`src/include/dio_pkg.sv`:
```
// constants, register map and command codes for the 4-bit digital port block
// Functional notes
// - input mode: tests, loads, arithmetic and compares read the pin levels
// - input mode: 4-bit store writes output latch only, buffer stays off
// - input mode: exchange returns pins, latches accumulator, buffer stays off
// - input mode: increment-and-skip latches pin value plus one, buffer stays off
// - input mode: bit writes update addressed latch bit; other bits may change
// - output mode: tests, loads, arithmetic and compares read the output latch
// - output mode: 4-bit store updates latch and drives pins together
// - output mode: exchange swaps latch with accumulator, pins show new latch
// - output mode: increment-and-skip adds one to latch and drives it out
// - output mode: bit writes change only the addressed bit and its pin
// - pull-ups of ports 3, 6, 8 act only in input mode
// - port 3 and 6 pull-ups follow group A bits 3 and 6, whole port
// - port 8 pull-up follows group B bit 0
// - port 7 pull-ups are fixed per pin at build time
// - pull-up enable bit 0 disconnects, 1 connects
package dio_pkg;

  localparam int DIO_NPORT = 4;
  localparam int DIO_PW    = 4;

  // register byte offsets
  localparam logic [11:0] DIO_OFF_DATA3 = 12'h000;
  localparam logic [11:0] DIO_OFF_DATA6 = 12'h004;
  localparam logic [11:0] DIO_OFF_DATA7 = 12'h008;
  localparam logic [11:0] DIO_OFF_DATA8 = 12'h00c;
  localparam logic [11:0] DIO_OFF_DIR   = 12'h010;
  localparam logic [11:0] DIO_OFF_PUA   = 12'h014;
  localparam logic [11:0] DIO_OFF_PUB   = 12'h018;
  localparam logic [11:0] DIO_OFF_CMD   = 12'h01c;

  // command register fields
  localparam int DIO_CMD_ACC_LSB  = 0;
  localparam int DIO_CMD_BIT_LSB  = 4;
  localparam int DIO_CMD_PORT_LSB = 6;
  localparam int DIO_CMD_OP_LSB   = 8;
  localparam int DIO_CMD_CY_BIT   = 12;
  localparam int DIO_RES_SKIP_BIT = 4;

  // pull-up enable bit positions
  localparam int DIO_PUA_P3_BIT = 3;
  localparam int DIO_PUA_P6_BIT = 6;
  localparam int DIO_PUB_P8_BIT = 0;

  // reset values
  localparam logic [3:0] DIO_DIR_RST   = 4'h0;
  localparam logic [7:0] DIO_PUA_RST   = 8'h00;
  localparam logic [7:0] DIO_PUB_RST   = 8'h00;
  localparam logic [3:0] DIO_LATCH_RST = 4'h0;
  localparam logic [4:0] DIO_RES_RST   = 5'h00;

  localparam logic [1:0] DIO_RESP_OKAY   = 2'h0;
  localparam logic [1:0] DIO_RESP_SLVERR = 2'h2;

  typedef enum logic [2:0] {
    DIO_OP_NONE,
    DIO_OP_XCH,
    DIO_OP_INCREMENT_AND_SKIP,
    DIO_OP_SET,
    DIO_OP_CLR,
    DIO_OP_MOVC,
    DIO_OP_TCLR,
    DIO_OP_WR4
  } dio_op_t;

endpackage

```
`src/core/dio_port_slice.sv`:
```
// one 4-bit port: output latch, read source and instruction effects
`timescale 1ns/1ps
module dio_port_slice #(
  parameter int W = 4
) (
  // clock and reset
  input  wire logic             aclk,
  input  wire logic             aresetn,
  // mode and pins
  input  wire logic             out_mode,
  input  wire logic [W-1:0]     pin_in,
  // command
  input  wire logic             cmd_v,
  input  wire dio_pkg::dio_op_t cmd_op,
  input  wire logic [1:0]       cmd_bit,
  input  wire logic [W-1:0]     cmd_acc,
  input  wire logic             cmd_cy,
  // state and results
  output logic      [W-1:0]     latch_q,
  output logic      [W-1:0]     operand,
  output logic      [W-1:0]     result,
  output logic                  skip
);
  import dio_pkg::*;

  logic [W-1:0] latch_d;
  logic [W-1:0] incd;
  logic [W-1:0] onehot;

  // pins in input mode, latch in output mode
  assign operand = out_mode ? latch_q : pin_in;
  assign incd    = operand + W'(1);
  assign onehot  = W'(1) << cmd_bit;
  assign result  = operand;

  // bit ops start from the operand: in input mode the other bits
  // pick up the pin levels, which is the documented undefined case
  always_comb begin
    latch_d = latch_q;
    skip    = 1'b0;
    if (cmd_v) begin
      case (cmd_op)
        DIO_OP_WR4:  latch_d = cmd_acc;
        DIO_OP_XCH:  latch_d = cmd_acc;
        DIO_OP_INCREMENT_AND_SKIP: begin
          latch_d = incd;
          skip    = (incd == '0);
        end
        DIO_OP_SET:  latch_d = operand | onehot;
        DIO_OP_CLR:  latch_d = operand & ~onehot;
        DIO_OP_MOVC: latch_d = cmd_cy ? (operand | onehot) : (operand & ~onehot);
        DIO_OP_TCLR: begin
          skip    = operand[cmd_bit];
          latch_d = operand & ~onehot;
        end
        default:     latch_d = latch_q;
      endcase
    end
  end

  always_ff @(posedge aclk) begin
    if (!aresetn) begin
      latch_q <= W'(DIO_LATCH_RST);
    end else begin
      latch_q <= latch_d;
    end
  end

endmodule

```
`src/core/dio_gpio.sv`:
```
// four 4-bit digital ports with pull-up control behind an AXI4-Lite slave
`timescale 1ns/1ps
module dio_gpio #(
  parameter int         AW           = 12,
  parameter logic [3:0] PORT7_PULLUP = 4'h0
) (
  // clock and reset
  input  wire logic          aclk,
  input  wire logic          aresetn,
  // write address
  input  wire logic [AW-1:0] awaddr,
  input  wire logic          awvalid,
  output logic               awready,
  // write data
  input  wire logic [31:0]   wdata,
  input  wire logic [3:0]    wstrb,
  input  wire logic          wvalid,
  output logic               wready,
  // write response
  output logic [1:0]         bresp,
  output logic               bvalid,
  input  wire logic          bready,
  // read address
  input  wire logic [AW-1:0] araddr,
  input  wire logic          arvalid,
  output logic               arready,
  // read data
  output logic [31:0]        rdata,
  output logic [1:0]         rresp,
  output logic               rvalid,
  input  wire logic          rready,
  // port pins, ports 3, 6, 7, 8 from low to high
  input  wire logic [15:0]   pin_in,
  output logic [15:0]        pin_out,
  output logic [15:0]        pin_oe,
  output logic [15:0]        pullup_on
);
  import dio_pkg::*;

  localparam int NP = DIO_NPORT;
  localparam int PW = DIO_PW;

  // {hit, index}: 0-3 data, 4 dir, 5 group a, 6 group b, 7 cmd
  function automatic logic [3:0] reg_index(input logic [AW-1:0] a);
    logic [3:0] r;
    r = 4'h0;
    case (a)
      AW'(DIO_OFF_DATA3): r = 4'h8;
      AW'(DIO_OFF_DATA6): r = 4'h9;
      AW'(DIO_OFF_DATA7): r = 4'ha;
      AW'(DIO_OFF_DATA8): r = 4'hb;
      AW'(DIO_OFF_DIR):   r = 4'hc;
      AW'(DIO_OFF_PUA):   r = 4'hd;
      AW'(DIO_OFF_PUB):   r = 4'he;
      AW'(DIO_OFF_CMD):   r = 4'hf;
      default:            r = 4'h0;
    endcase
    return r;
  endfunction

  // write channel state
  logic          aw_held_q;
  logic          aw_held_d;
  logic [AW-1:0] awaddr_q;
  logic          w_held_q;
  logic          w_held_d;
  logic [31:0]   wdata_q;
  logic          wstrb0_q;
  logic          awready_q;
  logic          wready_q;
  logic          bvalid_q;
  logic          bvalid_d;
  logic [1:0]    bresp_q;
  // read channel state
  logic          arready_q;
  logic          rvalid_q;
  logic          rvalid_d;
  logic [31:0]   rdata_q;
  logic [1:0]    rresp_q;
  // control registers
  logic [3:0]    dir_q;
  logic [3:0]    dir_d;
  logic [15:0]   oe_d;
  logic [15:0]   oe_q;
  logic [7:0]    pua_q;
  logic [7:0]    pua_d;
  logic [7:0]    pub_q;
  logic [7:0]    pub_d;
  logic [4:0]    result_q;
  logic [4:0]    result_d;
  logic [15:0]   pu_d;
  logic [15:0]   pu_q;

  wire aw_hs = awvalid && awready_q;
  wire w_hs  = wvalid && wready_q;
  wire ar_hs = arvalid && arready_q;
  wire do_wr = aw_held_q && w_held_q && !bvalid_q;

  wire [3:0] wr_sel = reg_index(awaddr_q);
  wire       wr_hit = wr_sel[3];
  wire [2:0] wr_idx = wr_sel[2:0];
  // a write without byte lane 0 is acknowledged and ignored
  wire       wr_ok  = do_wr && wr_hit && wstrb0_q;
  wire [3:0] rd_sel = reg_index(araddr);

  // port commands: data register writes are 4-bit stores
  wire              wr_cmd   = (wr_idx == 3'd7);
  wire              cmd_v    = wr_ok && (!wr_idx[2] || wr_cmd);
  wire [1:0]        cmd_port = wr_cmd ? wdata_q[DIO_CMD_PORT_LSB +: 2] : wr_idx[1:0];
  wire dio_op_t     cmd_op   = wr_cmd ? dio_op_t'(wdata_q[DIO_CMD_OP_LSB +: 3]) : DIO_OP_WR4;
  wire [1:0]        cmd_bit  = wdata_q[DIO_CMD_BIT_LSB +: 2];
  wire [PW-1:0]     cmd_acc  = wdata_q[DIO_CMD_ACC_LSB +: PW];
  wire              cmd_cy   = wdata_q[DIO_CMD_CY_BIT];

  logic [PW-1:0] lat  [NP];
  logic [PW-1:0] opnd [NP];
  logic [PW-1:0] res  [NP];
  logic          skp  [NP];

  genvar i;
  generate
    for (i = 0; i < NP; i++) begin : g_port
      dio_port_slice #(
        .W (PW)
      ) u_slice (
        .aclk     (aclk),
        .aresetn  (aresetn),
        .out_mode (dir_q[i]),
        .pin_in   (pin_in[i*PW +: PW]),
        .cmd_v    (cmd_v && (cmd_port == 2'(i))),
        .cmd_op   (cmd_op),
        .cmd_bit  (cmd_bit),
        .cmd_acc  (cmd_acc),
        .cmd_cy   (cmd_cy),
        .latch_q  (lat[i]),
        .operand  (opnd[i]),
        .result   (res[i]),
        .skip     (skp[i])
      );
      assign pin_out[i*PW +: PW] = lat[i];
      assign oe_d[i*PW +: PW]    = {PW{dir_d[i]}};
    end
  endgenerate

  // channel bookkeeping; the next ready is derived so it is a plain flop
  assign aw_held_d = aw_hs ? 1'b1 : (do_wr ? 1'b0 : aw_held_q);
  assign w_held_d  = w_hs ? 1'b1 : (do_wr ? 1'b0 : w_held_q);
  assign bvalid_d  = do_wr ? 1'b1 : (bready ? 1'b0 : bvalid_q);
  assign rvalid_d  = ar_hs ? 1'b1 : (rready ? 1'b0 : rvalid_q);

  assign dir_d    = (wr_ok && wr_idx == 3'd4) ? wdata_q[3:0] : dir_q;
  assign pua_d    = (wr_ok && wr_idx == 3'd5) ? wdata_q[7:0] : pua_q;
  assign pub_d    = (wr_ok && wr_idx == 3'd6) ? wdata_q[7:0] : pub_q;
  assign result_d = cmd_v ? {skp[cmd_port], res[cmd_port]} : result_q;

  // pull-ups of ports 3, 6, 8 drop in output mode, a cycle after the buffer turns on; port 7 stays at PORT7_PULLUP
  assign pu_d[3:0]   = {PW{!dir_q[0] && pua_q[DIO_PUA_P3_BIT]}};
  assign pu_d[7:4]   = {PW{!dir_q[1] && pua_q[DIO_PUA_P6_BIT]}};
  assign pu_d[11:8]  = PORT7_PULLUP;
  assign pu_d[15:12] = {PW{!dir_q[3] && pub_q[DIO_PUB_P8_BIT]}};

  // read data: the port operand is what a load instruction would see
  logic [31:0] rd_data;
  always_comb begin
    rd_data = 32'h0;
    case (rd_sel[2:0])
      3'd4:    rd_data = {28'h0, dir_q};
      3'd5:    rd_data = {24'h0, pua_q};
      3'd6:    rd_data = {24'h0, pub_q};
      3'd7:    rd_data = {27'h0, result_q};
      default: rd_data = {28'h0, opnd[rd_sel[1:0]]};
    endcase
    if (!rd_sel[3]) begin
      rd_data = 32'h0;
    end
  end

  always_ff @(posedge aclk) begin
    if (!aresetn) begin
      aw_held_q <= 1'b0;
      w_held_q  <= 1'b0;
      awaddr_q  <= '0;
      wdata_q   <= 32'h0;
      wstrb0_q  <= 1'b0;
      awready_q <= 1'b0;
      wready_q  <= 1'b0;
      bvalid_q  <= 1'b0;
      bresp_q   <= DIO_RESP_OKAY;
    end else begin
      aw_held_q <= aw_held_d;
      w_held_q  <= w_held_d;
      awready_q <= !aw_held_d && !bvalid_d;
      wready_q  <= !w_held_d && !bvalid_d;
      bvalid_q  <= bvalid_d;
      if (aw_hs) begin
        awaddr_q <= awaddr;
      end
      if (w_hs) begin
        wdata_q  <= wdata;
        wstrb0_q <= wstrb[0];
      end
      if (do_wr) begin
        bresp_q <= wr_hit ? DIO_RESP_OKAY : DIO_RESP_SLVERR;
      end
    end
  end

  always_ff @(posedge aclk) begin
    if (!aresetn) begin
      arready_q <= 1'b0;
      rvalid_q  <= 1'b0;
      rdata_q   <= 32'h0;
      rresp_q   <= DIO_RESP_OKAY;
    end else begin
      arready_q <= !rvalid_d;
      rvalid_q  <= rvalid_d;
      if (ar_hs) begin
        rdata_q <= rd_data;
        rresp_q <= rd_sel[3] ? DIO_RESP_OKAY : DIO_RESP_SLVERR;
      end
    end
  end

  always_ff @(posedge aclk) begin
    if (!aresetn) begin
      dir_q    <= DIO_DIR_RST;
      oe_q     <= '0;
      pua_q    <= DIO_PUA_RST;
      pub_q    <= DIO_PUB_RST;
      result_q <= DIO_RES_RST;
      pu_q     <= '0;
    end else begin
      dir_q    <= dir_d;
      oe_q     <= oe_d;
      pua_q    <= pua_d;
      pub_q    <= pub_d;
      result_q <= result_d;
      pu_q     <= pu_d;
    end
  end

  assign awready   = awready_q;
  assign wready    = wready_q;
  assign bvalid    = bvalid_q;
  assign bresp     = bresp_q;
  assign arready   = arready_q;
  assign rvalid    = rvalid_q;
  assign rdata     = rdata_q;
  assign rresp     = rresp_q;
  assign pin_oe    = oe_q;
  assign pullup_on = pu_q;
endmodule

```
`config.mk`:
```
export PLATFORM = sky130hd
export DESIGN_NAME = dio_gpio
export DESIGN_NICKNAME = d
export VERILOG_FILES = /design/src/include/dio_pkg.sv /design/src/core/dio_port_slice.sv /design/src/core/dio_gpio.sv
export SDC_FILE = /design/constraint.sdc
export NUM_CORES = 1
export LEC_CHECK = 0
export ABC_AREA = 1
export BUFFER_PORTS_ARGS = -buffer_cell sky130_fd_sc_hd__buf_2
export CORE_ASPECT_RATIO = 1.4
export CORE_MARGIN = 5
export CORE_UTILIZATION = 40
export DETAILED_ROUTE_END_ITERATION = 16
export PLACE_DENSITY = 0.69
export SLEW_MARGIN = 30
export SYNTH_ARGS = -nofsm -noshare
export SYNTH_HDL_FRONTEND = slang
export SYNTH_SLANG_ARGS = --single-unit
```
`constraint.sdc`:
```
create_clock -name aclk -period 5.1 [get_ports aclk]
set_input_delay 0.765 -clock aclk [delete_from_list [all_inputs] [get_ports aclk]]
set_output_delay 0.765 -clock aclk [all_outputs]
set_load 0.03 [all_outputs]
```
[Word-level counts from Yosys, hierarchy flattened]
Memories as Yosys holds them, arrays and structs flattened. A register that Yosys moved wholly into a read port is not among the register bits.
Index checks and enable logic that the tools add are counted.
Cells by class
  add/subtract/negate cells: 4
  magnitude comparators: 3
  equality and inequality tests: 18
  shifts and indexed selects: 1
  muxes and demuxes: 56
  bitwise gates (word level): 11
  reductions and logical operators: 44
Operators with widths (number)
  4-bit one-hot mux with 5 select lines: 4
  4-bit 2-to-1 mux: 15
  3-bit == test, second input constant: 12
  32-bit 2-to-1 mux: 1
  8-bit one-hot mux with 4 select lines: 1
  1-bit logical AND: 20
  1-bit 2-to-1 mux: 18
  4-bit by 1-bit adder with 4-bit output, second input constant: 4
  4-bit bitwise AND: 4
  4-bit binary-select mux with 2-bit select: 2
  4-bit logical NOT: 4
  4-bit OR: 4
  7-bit logical NOT: 2
  1-bit binary-select mux with 2-bit select: 5
  5-bit 2-to-1 mux: 2
  1-bit logical NOT: 9
  1-bit one-hot mux with 2 select lines: 4
  2-bit AND reduction: 4
  3-bit by 2-bit == test with 1-bit output, second input constant: 2
  3-bit greater-or-equal comparator, second input constant: 2
  2-bit 2-to-1 mux: 3
  2-bit inverter with 3-bit output: 2
  5-bit nonzero test: 1
  2-bit == test, second input constant: 2
  9 further kinds: 10
Word-level totals
  bits in registers: 136
  memory bits (read-only): 256
  bits of input ports: 83
  memories kept: 2
Memory list
  (name not given): depth 32, bits a word 4, read ports 1, clocked after memory_dff 0, wr ports 0, RTL line dio_gpio.sv:47  | case (a)
  (name not given): depth 32, bits a word 4, read ports 1, clocked after memory_dff 1, wr ports 0, RTL line dio_gpio.sv:47

[Longest topological paths before layout]
Gate-level depths: netlist of the first run.
  word-level depth: 10
  gate-level depth with buffers: 15
  mapped depth without buffers: 14

[Cells and area by module]
Synthesis of the first run repeated with hierarchy kept, for this count alone.
Unflattened totals
  cell total of the unflattened synthesis: 965
  area, all modules: 6472.5 µm²
By module, submodules not included
  dio_gpio: times used 1, cells an instance 557, area an instance 3930.0 µm², seq. area each 1481.4 µm²
  dio_port_slice: times used 4, cells an instance 102, area an instance 635.6 µm², seq. area each 80.1 µm²

[Least setup slack after synthesis of the first run]
OpenSTA, ideal clock, no wires.
  kind: input to register
  from: input port araddr[10]
  to: register rdata_q[0], in the netlist rdata[0]
  library setup time: 110 ps
  data arrival time: 1881 ps
  slack: 3110 ps
  cell stages on the path: 12
  path buffers: 0
  cells stage by stage: nor2_1 nand2_1 nor2_1 nand2_1 nor2_1 nor2_1 nand3_1 nand2_1 o21ai_0 nand3_1 nand2_1 inv_1
On the way
  longest elaborated chain between the ends: 8
  elaborated cells between the ends (all ways): 12
  classes of those cells: 4 x eq/ne; 6 x mux; 1 x bitwise; 1 x reduce/logical
Ends and longest elaborated chain
  start, declared: RTL line dio_gpio.sv:24  | input wire logic [AW-1:0] araddr,
  7-bit logical NOT *: RTL line dio_gpio.sv:47
  4-bit 2-to-1 mux *: RTL line dio_gpio.sv:47
  2-bit inverter with 3-bit output (not written as such): RTL line dio_gpio.sv:171  | default: rd_data = {28'h0, opnd[rd_sel[1:0]]};
  4-bit binary-select mux with 2-bit select: RTL line dio_gpio.sv:171
  4-bit 2-to-1 mux (not written as such) (2 in series): RTL line dio_gpio.sv:171
  8-bit one-hot mux with 4 select lines: RTL line dio_gpio.sv:166  | case (rd_sel[2:0])
  32-bit 2-to-1 mux *: RTL line dio_gpio.sv:173  | if (!rd_sel[3]) begin
  end signal, assigned: RTL line dio_gpio.sv:218  | rdata_q <= rd_data;
  end, declared: RTL line dio_gpio.sv:78  | logic [31:0] rdata_q;
Every way passes the cells marked *; elsewhere a longest branch is shown, timed or not. The select of a mux whose other input is x is not followed.
A chain may end at the register's enable or synchronous reset.

[Worst setup path after layout of the first run]
  from: register awaddr_q[5]
  to: register pua_q[1]
On the way
  longest elaborated chain between the ends: 5
  elaborated cells between the ends (all ways): 6
  classes of those cells: 1 x eq/ne; 1 x mux; 4 x reduce/logical
Ends and longest elaborated chain
  start, declared: RTL line dio_gpio.sv:64  | logic [AW-1:0] awaddr_q;
  start signal, assigned: RTL line dio_gpio.sv:196  | awaddr_q <= awaddr;
  7-bit logical NOT *: RTL line dio_gpio.sv:47
  4-bit 2-to-1 mux *: RTL line dio_gpio.sv:47
  parallel branches: the longest is 2 deep, another holds 3-bit == test
  1-bit logical AND *: RTL line dio_gpio.sv:152  | assign pua_d = (wr_ok && wr_idx == 3'd5) ? wdata_q[7:0] : pua_q;
  end signal, assigned: RTL line dio_gpio.sv:235  | pua_q <= pua_d;
  end, declared: RTL line dio_gpio.sv:85  | logic [7:0] pua_q;
Mark *: on every way between the ends.

==> results of run 1 <==
==> synth_stat cells, drive strengths merged (12+ instances only) <==
cell and n:
clkbuf 16, nand3 50, nor2 132, dfxtp 90, a211oi 12, buf 63
inv 97, nand2 228, o21ai 85, nand4 16, nor3 16, a21oi 43
==> layer usage <==
metal	share of wire (%)	routed length [µm]	vias up	GRT usage (%)
met5	0	0	-	0
li1	-	-	2931	-
met3	6.1	1030	44	3.04
met1	39	6490	2502	21.4
met4	4.2	707	0	9.67
met2	51	8600	173	36.0
==> cells by family (layout without fill, tap and decap cells) <==
group | count (synthesis) | count (layout) | synth area share, %
AO/OA/AOI/OAI | 153 | 153 | 15.3
adder cells (fa/ha/maj) | 8 | 8 | 1.75
buffers and inverters | 182 | 237 | 16.0
flip-flops | 90 | 90 | 31.6
other | 1 | 30 | 0.0657
AND/OR/NAND/NOR | 452 | 452 | 35.3
==> power by group <==
group	switching [mW]	total [mW]	internal, mW
clock	0.290	0.618	0.329
combinational	0.181	0.246	0.0646
sequential	0.0233	0.750	0.726
==> metrics by stage <==
stage	worst slack (ps)	hold WS [ps]	instance area, µm²	power, mW	util (%)
finish	2540	458	6390	1.61	45.8
floorplan	3110	423	5820	0.955	-
global route	2240	485	6390	1.68	45.8
detailed placement	2300	455	6130	1.01	43.8
global placement	2260	444	6120	1.01	43.8
CTS	2520	463	6390	1.62	45.8
==> final cells by class <==
type / count / area share (%)
clock inverter: 6 / 0.665
multi-input combinational: 643 / 48.6
tap: 185 / 3.62
clock buffer: 9 / 3.52
sequential: 90 / 28.2
inverter: 103 / 6.11
timing repair buffer: 119 / 9.35
==> worst max-delay path, stage by stage, from the launching register on <==
cell,delay [ps]
dfxtp_1,310
nor2_1,100
nand2_1,80
nor2_2,520
nand3_1,210
nor2_1,240
inv_2,100
nor4_4,650
nor2_1,80
a211oi_1,190
==> flip-flops by register name (all words and copies together) (netlist names), 3 cells and up, named ones only <==
register	cells
pullup_on	3
g_port.u_slice.latch_q	16
rdata	8
wdata_q	12
pua_q	8
awaddr_q	12
result_q	5
dir_q	4
pub_q	8
==> worst paths after layout <==
kind	to	from	cells past startpoint	slack [ps]
setup reg to reg	pua_q[1]	awaddr_q[5]	9	2540
setup / recovery	pua_q[1]	awaddr_q[5]	9	2540
hold / removal	awaddr_q[9]	awaddr_q[9]	2	460
hold reg to reg	awaddr_q[9]	awaddr_q[9]	2	460
==> impl_metrics.toml, run 1 <==
[grt]
grt_usage_pct = 19.4
grt_pass1_vias = 5225
grt_remaining_overflow = 0
grt_pass1_wl_mm = 26.0
antenna_found_initial = 0
grt_max_degree = 56

[detailed_routing]
vias = 5650
drc = 0
avgRoutedWirePerCell_um = 14.6
ant_nets = 0
drtIter0Drc = 266
drt-vias-per-instance = 4.89
firstDrtPassIters = 4
drt-total-wl_mm = 16.8

[floorplan]
dieArea_mm2 = 0.0168
initial_core_util_pct = 40.8
ios = 172
rows = 51
core_mm2 = 0.0140
die_width_um = 111
fp.dieH_um = 151

[yosys]
ys_types = 43
netlist_area_mm2 = 0.00571
synth.largest_area_cell = "dfxtp_1"
synth-main-ff-cell = "dfxtp_1"
synth_cells = 886
synthArstFlopShare_pct = 0
synth_area_leaders = "dfxtp_1, nand2_1, nor2_1, buf_4, inv_1"
ys_seq_area_share_pct = 31.6
syn_area_per_cell_um2 = 6.44
yosysWarningCount = 0
synth_top_area_share_pct = 31.6
synth_edf_count = 0
synth_seq_cells = 90

[power_and_ir_drop]
max-vdd-ir-drop_v = 0.000179
power.leakage_nw = 3.07
p_per_area_mw_per_mm2 = 252

[sta]
fmax_mhz = 390
rsz0062_at_grt = "no"
fin_setup_tns_ps = 0
period_minus_slack_ps = 2560
setup_viol = 0
tightest_slew_ps = 963
hold_viol = 0
skew_ps = 7.36
maxSlewViolCount = 0
fin_crit_sh_pct = 50.3
relSlewSlack_pct = 35.8

[worst_hold_path]
min_path_type = "register to register"

[place]
io_buffers = 118
routabilityCongestion = 0.971
hpwlAfterDp_mm = 13.4
dp_cells = 1140

[cells_and_area]
area_delta_synth_final_pct = 12.0
layout-drive-gt1-share_pct = 18.9
layout_common_cells = "nand2_1, nor2_1, buf_2, dfxtp_1, inv_1"
seqCellArea_mm2 = 0.00180
multi_input_area_mm2 = 0.00310
antenna_cells = 0
nNetsFinal = 1057
final_common_cell = "nand2_1"
fillers = 1497
instances_no_fill = 1155

[setup_path]
critPathLaunchType = "register"
cp.required_ps = 5350
cp-end-kind = "register"
crit_type = "register to register"
worstPathArrival_ps = 2820
critPathMaxFanout = 16

[clocking]
clkLatencyLatePin_ps = 340
cts_tree = "done"
cts_buffers = 9
cts.clk_slew.worst_paths_ps = 60
ctsHoldBuffers = 0
post_cts_buffers = 0
root_buffer = "clkbuf_16"
htreeDepth = 3
cts.sinks = 90
clk_path_buf_depth = 2
cts_resized = 0

[job]
maxCapViolations = 0

[status]
status = "finished, final reports clean"
Power figures use the tool's default switching activity.
==> inputs of run 2 (changes only) <==
Clock period 5.1 ns to 2.7 ns, I/O delays scaled along.
==> run 2 against run 1 <==
Effect of this change: die area did not move; sequential cell count did not move; clock power rose by 140%; non-clock buffer count rose by 12; wire length rose by 0.76%; count of clock-buffer cells in the layout did not move; sequential share of layout area fell by 0.72 points; global-route usage rose by 0.21 points; setup slack got worse by 1900 ps; critical path type unchanged.
==> impl_metrics.toml, run 2 (same netlist as run 1, synthesis figures left out) <==
[power_and_ir_drop]
max-vdd-ir-drop_v = 0.000478
power_frac_seq_pct = 41.8
switching_power_mw = 0.970
power.leakage_nw = 3.17
p_int_mw = 2.42
combPwrFrac_pct = 14.0
switching_share_pct = 28.6
p_per_area_mw_per_mm2 = 516
pwr-share-clk_pct = 44.1

[grt]
grt_usage_pct = 19.6
grt_max_degree = 55
grt_remaining_overflow = 0
use_met1_pct = 21.6
grtUsageMet3_pct = 4.28
grt.busiest_layer = "met2"
antenna_found_initial = 0
grt_pass1_vias = 5262
use_met2_pct = 34.3
grt_pass1_wl_mm = 26.3

[status]
status = "finished, final reports clean"

[floorplan]
initial_core_util_pct = 40.8
die_width_um = 111
core_mm2 = 0.0140
rows = 51
ios = 172
dieArea_mm2 = 0.0168
fp.dieH_um = 151

[sta]
maxSlewViolCount = 0
setup_viol = 0
relSlewSlack_pct = 57.0
hold_viol = 0
fin_setup_tns_ps = 0
fmax_mhz = 473
period_minus_slack_ps = 2110
rsz0062_at_grt = "no"
skew_ps = 8.78
tightest_slew_ps = 640
fin_crit_sh_pct = 78.3

[cells_and_area]
area_delta_synth_final_pct = 15.0
layout_common_cells = "nand2_1, nor2_1, buf_2, dfxtp_1, inv_1"
antenna_cells = 0
largest_reg_flops = 16
final_common_cell = "nand2_1"
instances_no_fill = 1168
largest_register = "g_port.u_slice.latch_q"
largestRegisters = "g_port.u_slice.latch_q: 16 flops, awaddr_q: 12 flops, wdata_q: 12 flops"
layout-drive-gt1-share_pct = 19.8
nNetsFinal = 1069

[detailed_routing]
vias = 5756
ant_nets = 0
drc = 0
drt-total-wl_mm = 16.9
avgRoutedWirePerCell_um = 14.5
firstDrtPassIters = 4
drtIter0Drc = 286
drt-vias-per-instance = 4.93

[place]
dp_cells = 1152
hpwlAfterDp_mm = 13.5
routabilityCongestion = 0.991
io_buffers = 118

[worst_hold_path]
min_path_type = "primary input to register"

[setup_path]
cp-end-kind = "register"
cp_slowest_stage_delay_ps = 310
worstPathArrival_ps = 2350
cp_num_buf_inv = 2
crit_type = "register to register"
critPathMaxFanout = 11
path_cells = "nor2_1, nand2_1, nor2_1, buf_4, nand3_1, nor2_1, nand2_1, clkinv_2, nand2_1, nor2_4, nand2_1, nor2_1, nor2_1"
crit_top_cell = "nor2_1"
critical_path.top_delay_family = "simple AND/OR/NAND/NOR gates"
cp.required_ps = 2940
slowest_stage = "dfxtp_1"
critPathLaunchType = "register"

[clocking]
clkLatencyLatePin_ps = 350
cts.sinks = 90
cts_buffers = 9
cts_tree = "done"
root_buffer = "clkbuf_16"
cts_resized = 0
clk_path_buf_depth = 2
ctsHoldBuffers = 0
htreeDepth = 3
cts.clk_slew.worst_paths_ps = 70
post_cts_buffers = 0

[job]
maxCapViolations = 0
==> run 2: changes by cell type in the layout (fill, tap and decap cells not counted), sizes merged <==
cell	delta
inv	+1
clkinv	-2
buf	+12
clkinvlp	-1
bufinv	+3
==> run 2: layout make-up <==
| type | count | area, µm² |
|---|---|---|
| Sequential cell | 90 | 1800 |
| Timing Repair Buffer | 131 | 688 |
| Tap cell | 185 | 231 |
| Fill cell | 1485 | 7410 |
| Clock buffer | 9 | 225 |
| Inverter | 103 | 390 |
| Multi-Input combinational cell | 643 | 3100 |
| Clock inverter | 7 | 123 |
==> run 2: final timing paths <==
check,slack [ps],from,depth (start not counted),end
max reg2reg,590,awaddr_q[5],13,g_port[1].u_slice.latch_q[2]
min reg2reg,460,pua_q[3],2,pullup_on[3]
max,590,awaddr_q[5],13,g_port[1].u_slice.latch_q[2]
min,300,awaddr[10],3,awaddr_q[10]
==> run 2: metal layers <==
metal,share of wire (%),vias up
met5,0,-
met4,5.6,0
met3,7.0,48
met2,49,203
met1,38,2548
li1,-,2957
==> run 2: power by group through the flow <==
stage	clock network (mW)	logic, mW	registers [mW]
after floorplan	0	0.363	1.44
after global placement	0	0.470	1.45
after detailed placement	0	0.472	1.45
after CTS	1.51	0.474	1.42
after global routing	1.56	0.530	1.42
final	1.49	0.476	1.42
==> run 2: worst register-to-register path: cells and delay by family, from the launching register on <==
family | cells | cell delay [ps]
flip-flops | 1 | 310
buffers and inverters | 2 | 360
AND/OR/NAND/NOR | 11 | 1350
==> run 2: through the flow <==
stage                     setup WS [ps]  util (%)  instance area [µm²]  power [mW]  hold slack, ps
final                               587      47.0                 6560        3.39             302
after global routing                320      47.0                 6560        3.51             321
after CTS                           558      47.0                 6560        3.40             299
after detailed placement            591      44.5                 6210        1.92             452
after global placement              627      44.5                 6210        1.92             445
after floorplan                     922         -                 5820        1.80             423
==> inputs of run 3 (changes only) <==
Settings changed: PLACE_DENSITY 0.69 to 0.71.
Clock period 2.7 ns to 1.8 ns, I/O delays scaled along.
==> run 3 against run 2 <==
Effect of this change: the run now ends with negative setup slack left; count of clock-buffer cells in the layout stayed put; wire length rose by 9.9%; sequential power rose by 49%; die area stayed put; first-iteration DRC count up 13%; combinational power grew 97%; critical path depth is 1 lower; critical endpoint is now g_port[1].u_slice.latch_q[1].
==> impl_metrics.toml, run 3 (same netlist as run 1, synthesis figures left out) <==
[power_and_ir_drop]
switching_share_pct = 31.0
switching_power_mw = 1.50
p_int_mw = 3.33
power_frac_seq_pct = 43.6
power.leakage_nw = 3.70
p_per_area_mw_per_mm2 = 633
max-vdd-ir-drop_v = 0.000407
pwr-share-clk_pct = 37.0
combPwrFrac_pct = 19.4

[clocking]
root_buffer = "clkbuf_16"
cts.clk_slew.worst_paths_ps = 70
cts.sinks = 90
cts_buffers = 9
htreeDepth = 3
clkLatencyLatePin_ps = 350
clk_path_buf_depth = 2
cts_tree = "done"

[detailed_routing]
avgRoutedWirePerCell_um = 14.7
drc = 0
drt-total-wl_mm = 18.6
ant_nets = 0
vias = 6215
drt-vias-per-instance = 4.90
firstDrtPassIters = 5
drtIter0Drc = 324

[cells_and_area]
largestRegisters = "g_port.u_slice.latch_q: 16 flops, awaddr_q: 12 flops, wdata_q: 12 flops"
largest_register = "g_port.u_slice.latch_q"
antenna_cells = 0
layout-drive-gt1-share_pct = 32.8
area_delta_synth_final_pct = 33.8
largest_reg_flops = 16
final_common_cell = "nand2_1"
nNetsFinal = 1170
layout_common_cells = "nand2_1, buf_2, nor2_1, buf_4, dfxtp_1"
instances_no_fill = 1269

[setup_path]
crit_type = "register to register"
cp.required_ps = 2040
critPathLaunchType = "register"
worstPathArrival_ps = 2160
cp-end-kind = "register"
critPathMaxFanout = 5

[grt]
grt_pass1_wl_mm = 28.0
grt_pass1_vias = 5780
antenna_found_initial = 0
grt_remaining_overflow = 0
grt_max_degree = 55
grt_usage_pct = 21.1

[floorplan]
ios = 172
fp.dieH_um = 151
dieArea_mm2 = 0.0168
core_mm2 = 0.0140
rows = 51
initial_core_util_pct = 40.8
die_width_um = 111

[sta]
setup_viol = 32
maxSlewViolCount = 0
setup_slack_ps = -119
hold_viol = 0
fin_crit_sh_pct = 107
fmax_mhz = 521
rsz0062_at_grt = "yes"
tightest_slew_ps = 581
period_minus_slack_ps = 1920
skew_ps = 10.0
relSlewSlack_pct = 61.3

[place]
hpwlAfterDp_mm = 14.6
pre_cts_slack_ps = -162
routabilityCongestion = 0.986
io_buffers = 118
dp_cells = 1243

[worst_hold_path]
min_path_type = "primary input to register"

[job]
maxCapViolations = 0

[status]
status = "complete, but fails checks"
violations = "negative setup slack"
run 3: cell count changes in the layout (fill, tap and decap cells not counted), sizes merged:
| cell | delta |
|---|---|
| bufinv | -3 |
| buf | +100 |
| clkbuf | +1 |
| clkinv | +3 |
run 3: repair_timing:
item	in CTS	in global routing
pin swaps	18	28
gates cloned	1	1
setup buffers	5	4
hold buffers	0	0
setup endpoints to repair	38	42
resized for setup	51	45
run 3: layer usage:
| layer | vias to the layer above | GRT usage, % | routed length, µm |
|---|---|---|---|
| met5 | - | 0 | 0 |
| met4 | 0 | 12.4 | 1070 |
| met3 | 52 | 3.28 | 1040 |
| met2 | 189 | 38.9 | 9520 |
| met1 | 2816 | 22.9 | 7000 |
| li1 | 3158 | - | - |
run 3: critical path, stage by stage (launching register included):
cell	delay [ps]
dfxtp_2	320
nor2_2	100
nand2_2	70
nor2_4	150
buf_6	150
nand4_4	150
nor2_4	200
nand2_4	90
nor2_4	200
nor2_4	80
buf_12	130
o21ai_2	120
a21oi_2	40
run 3: final timing paths:
kind | slack, ps | endpoint | startpoint | depth (start not counted)
worst max register to register | -120 | g_port[1].u_slice.latch_q[1] | awaddr_q[6] | 12
worst min-delay path | 170 | awaddr_q[10] | awaddr[10] | 3
worst max-delay path | -120 | g_port[1].u_slice.latch_q[1] | awaddr_q[6] | 12
worst min register to register | 470 | rdata[5] | rdata[5] | 2
run 3: cell type report:
type,instances,area [µm²]
well taps,185,231
clock inverters,7,51.3
inverters,103,403
multi-input cells,643,3360
repair buffers,232,1550
clock buffers,9,225
fillers,1396,6340
flip-flops and latches,90,1820
run 3: power by group through the flow:
| stage | clock network [mW] | registers [mW] | logic [mW] |
|---|---|---|---|
| 3_5_place_dp | 0 | 2.15 | 0.861 |
| 5_1_grt | 1.91 | 2.11 | 1.02 |
| 4_1_cts | 1.82 | 2.11 | 0.918 |
| 6_report | 1.79 | 2.11 | 0.939 |
| 2_1_floorplan | 0 | 2.16 | 0.544 |
| 3_3_place_gp | 0 | 2.15 | 0.855 |
run 3: through the flow:
stage / cell area, µm² / hold WS, ps / TNS, ps / total power [mW] / util (%)
floorplan: 5820 / 423 / 0 / 2.71 / -
global placement: 6950 / 444 / -2240 / 3.00 / 49.7
detailed placement: 6950 / 447 / -3040 / 3.01 / 49.7
CTS: 7430 / 166 / -944 / 4.84 / 53.1
global route: 7640 / 175 / -6920 / 5.05 / 54.6
finish: 7640 / 170 / -2040 / 4.83 / 54.6
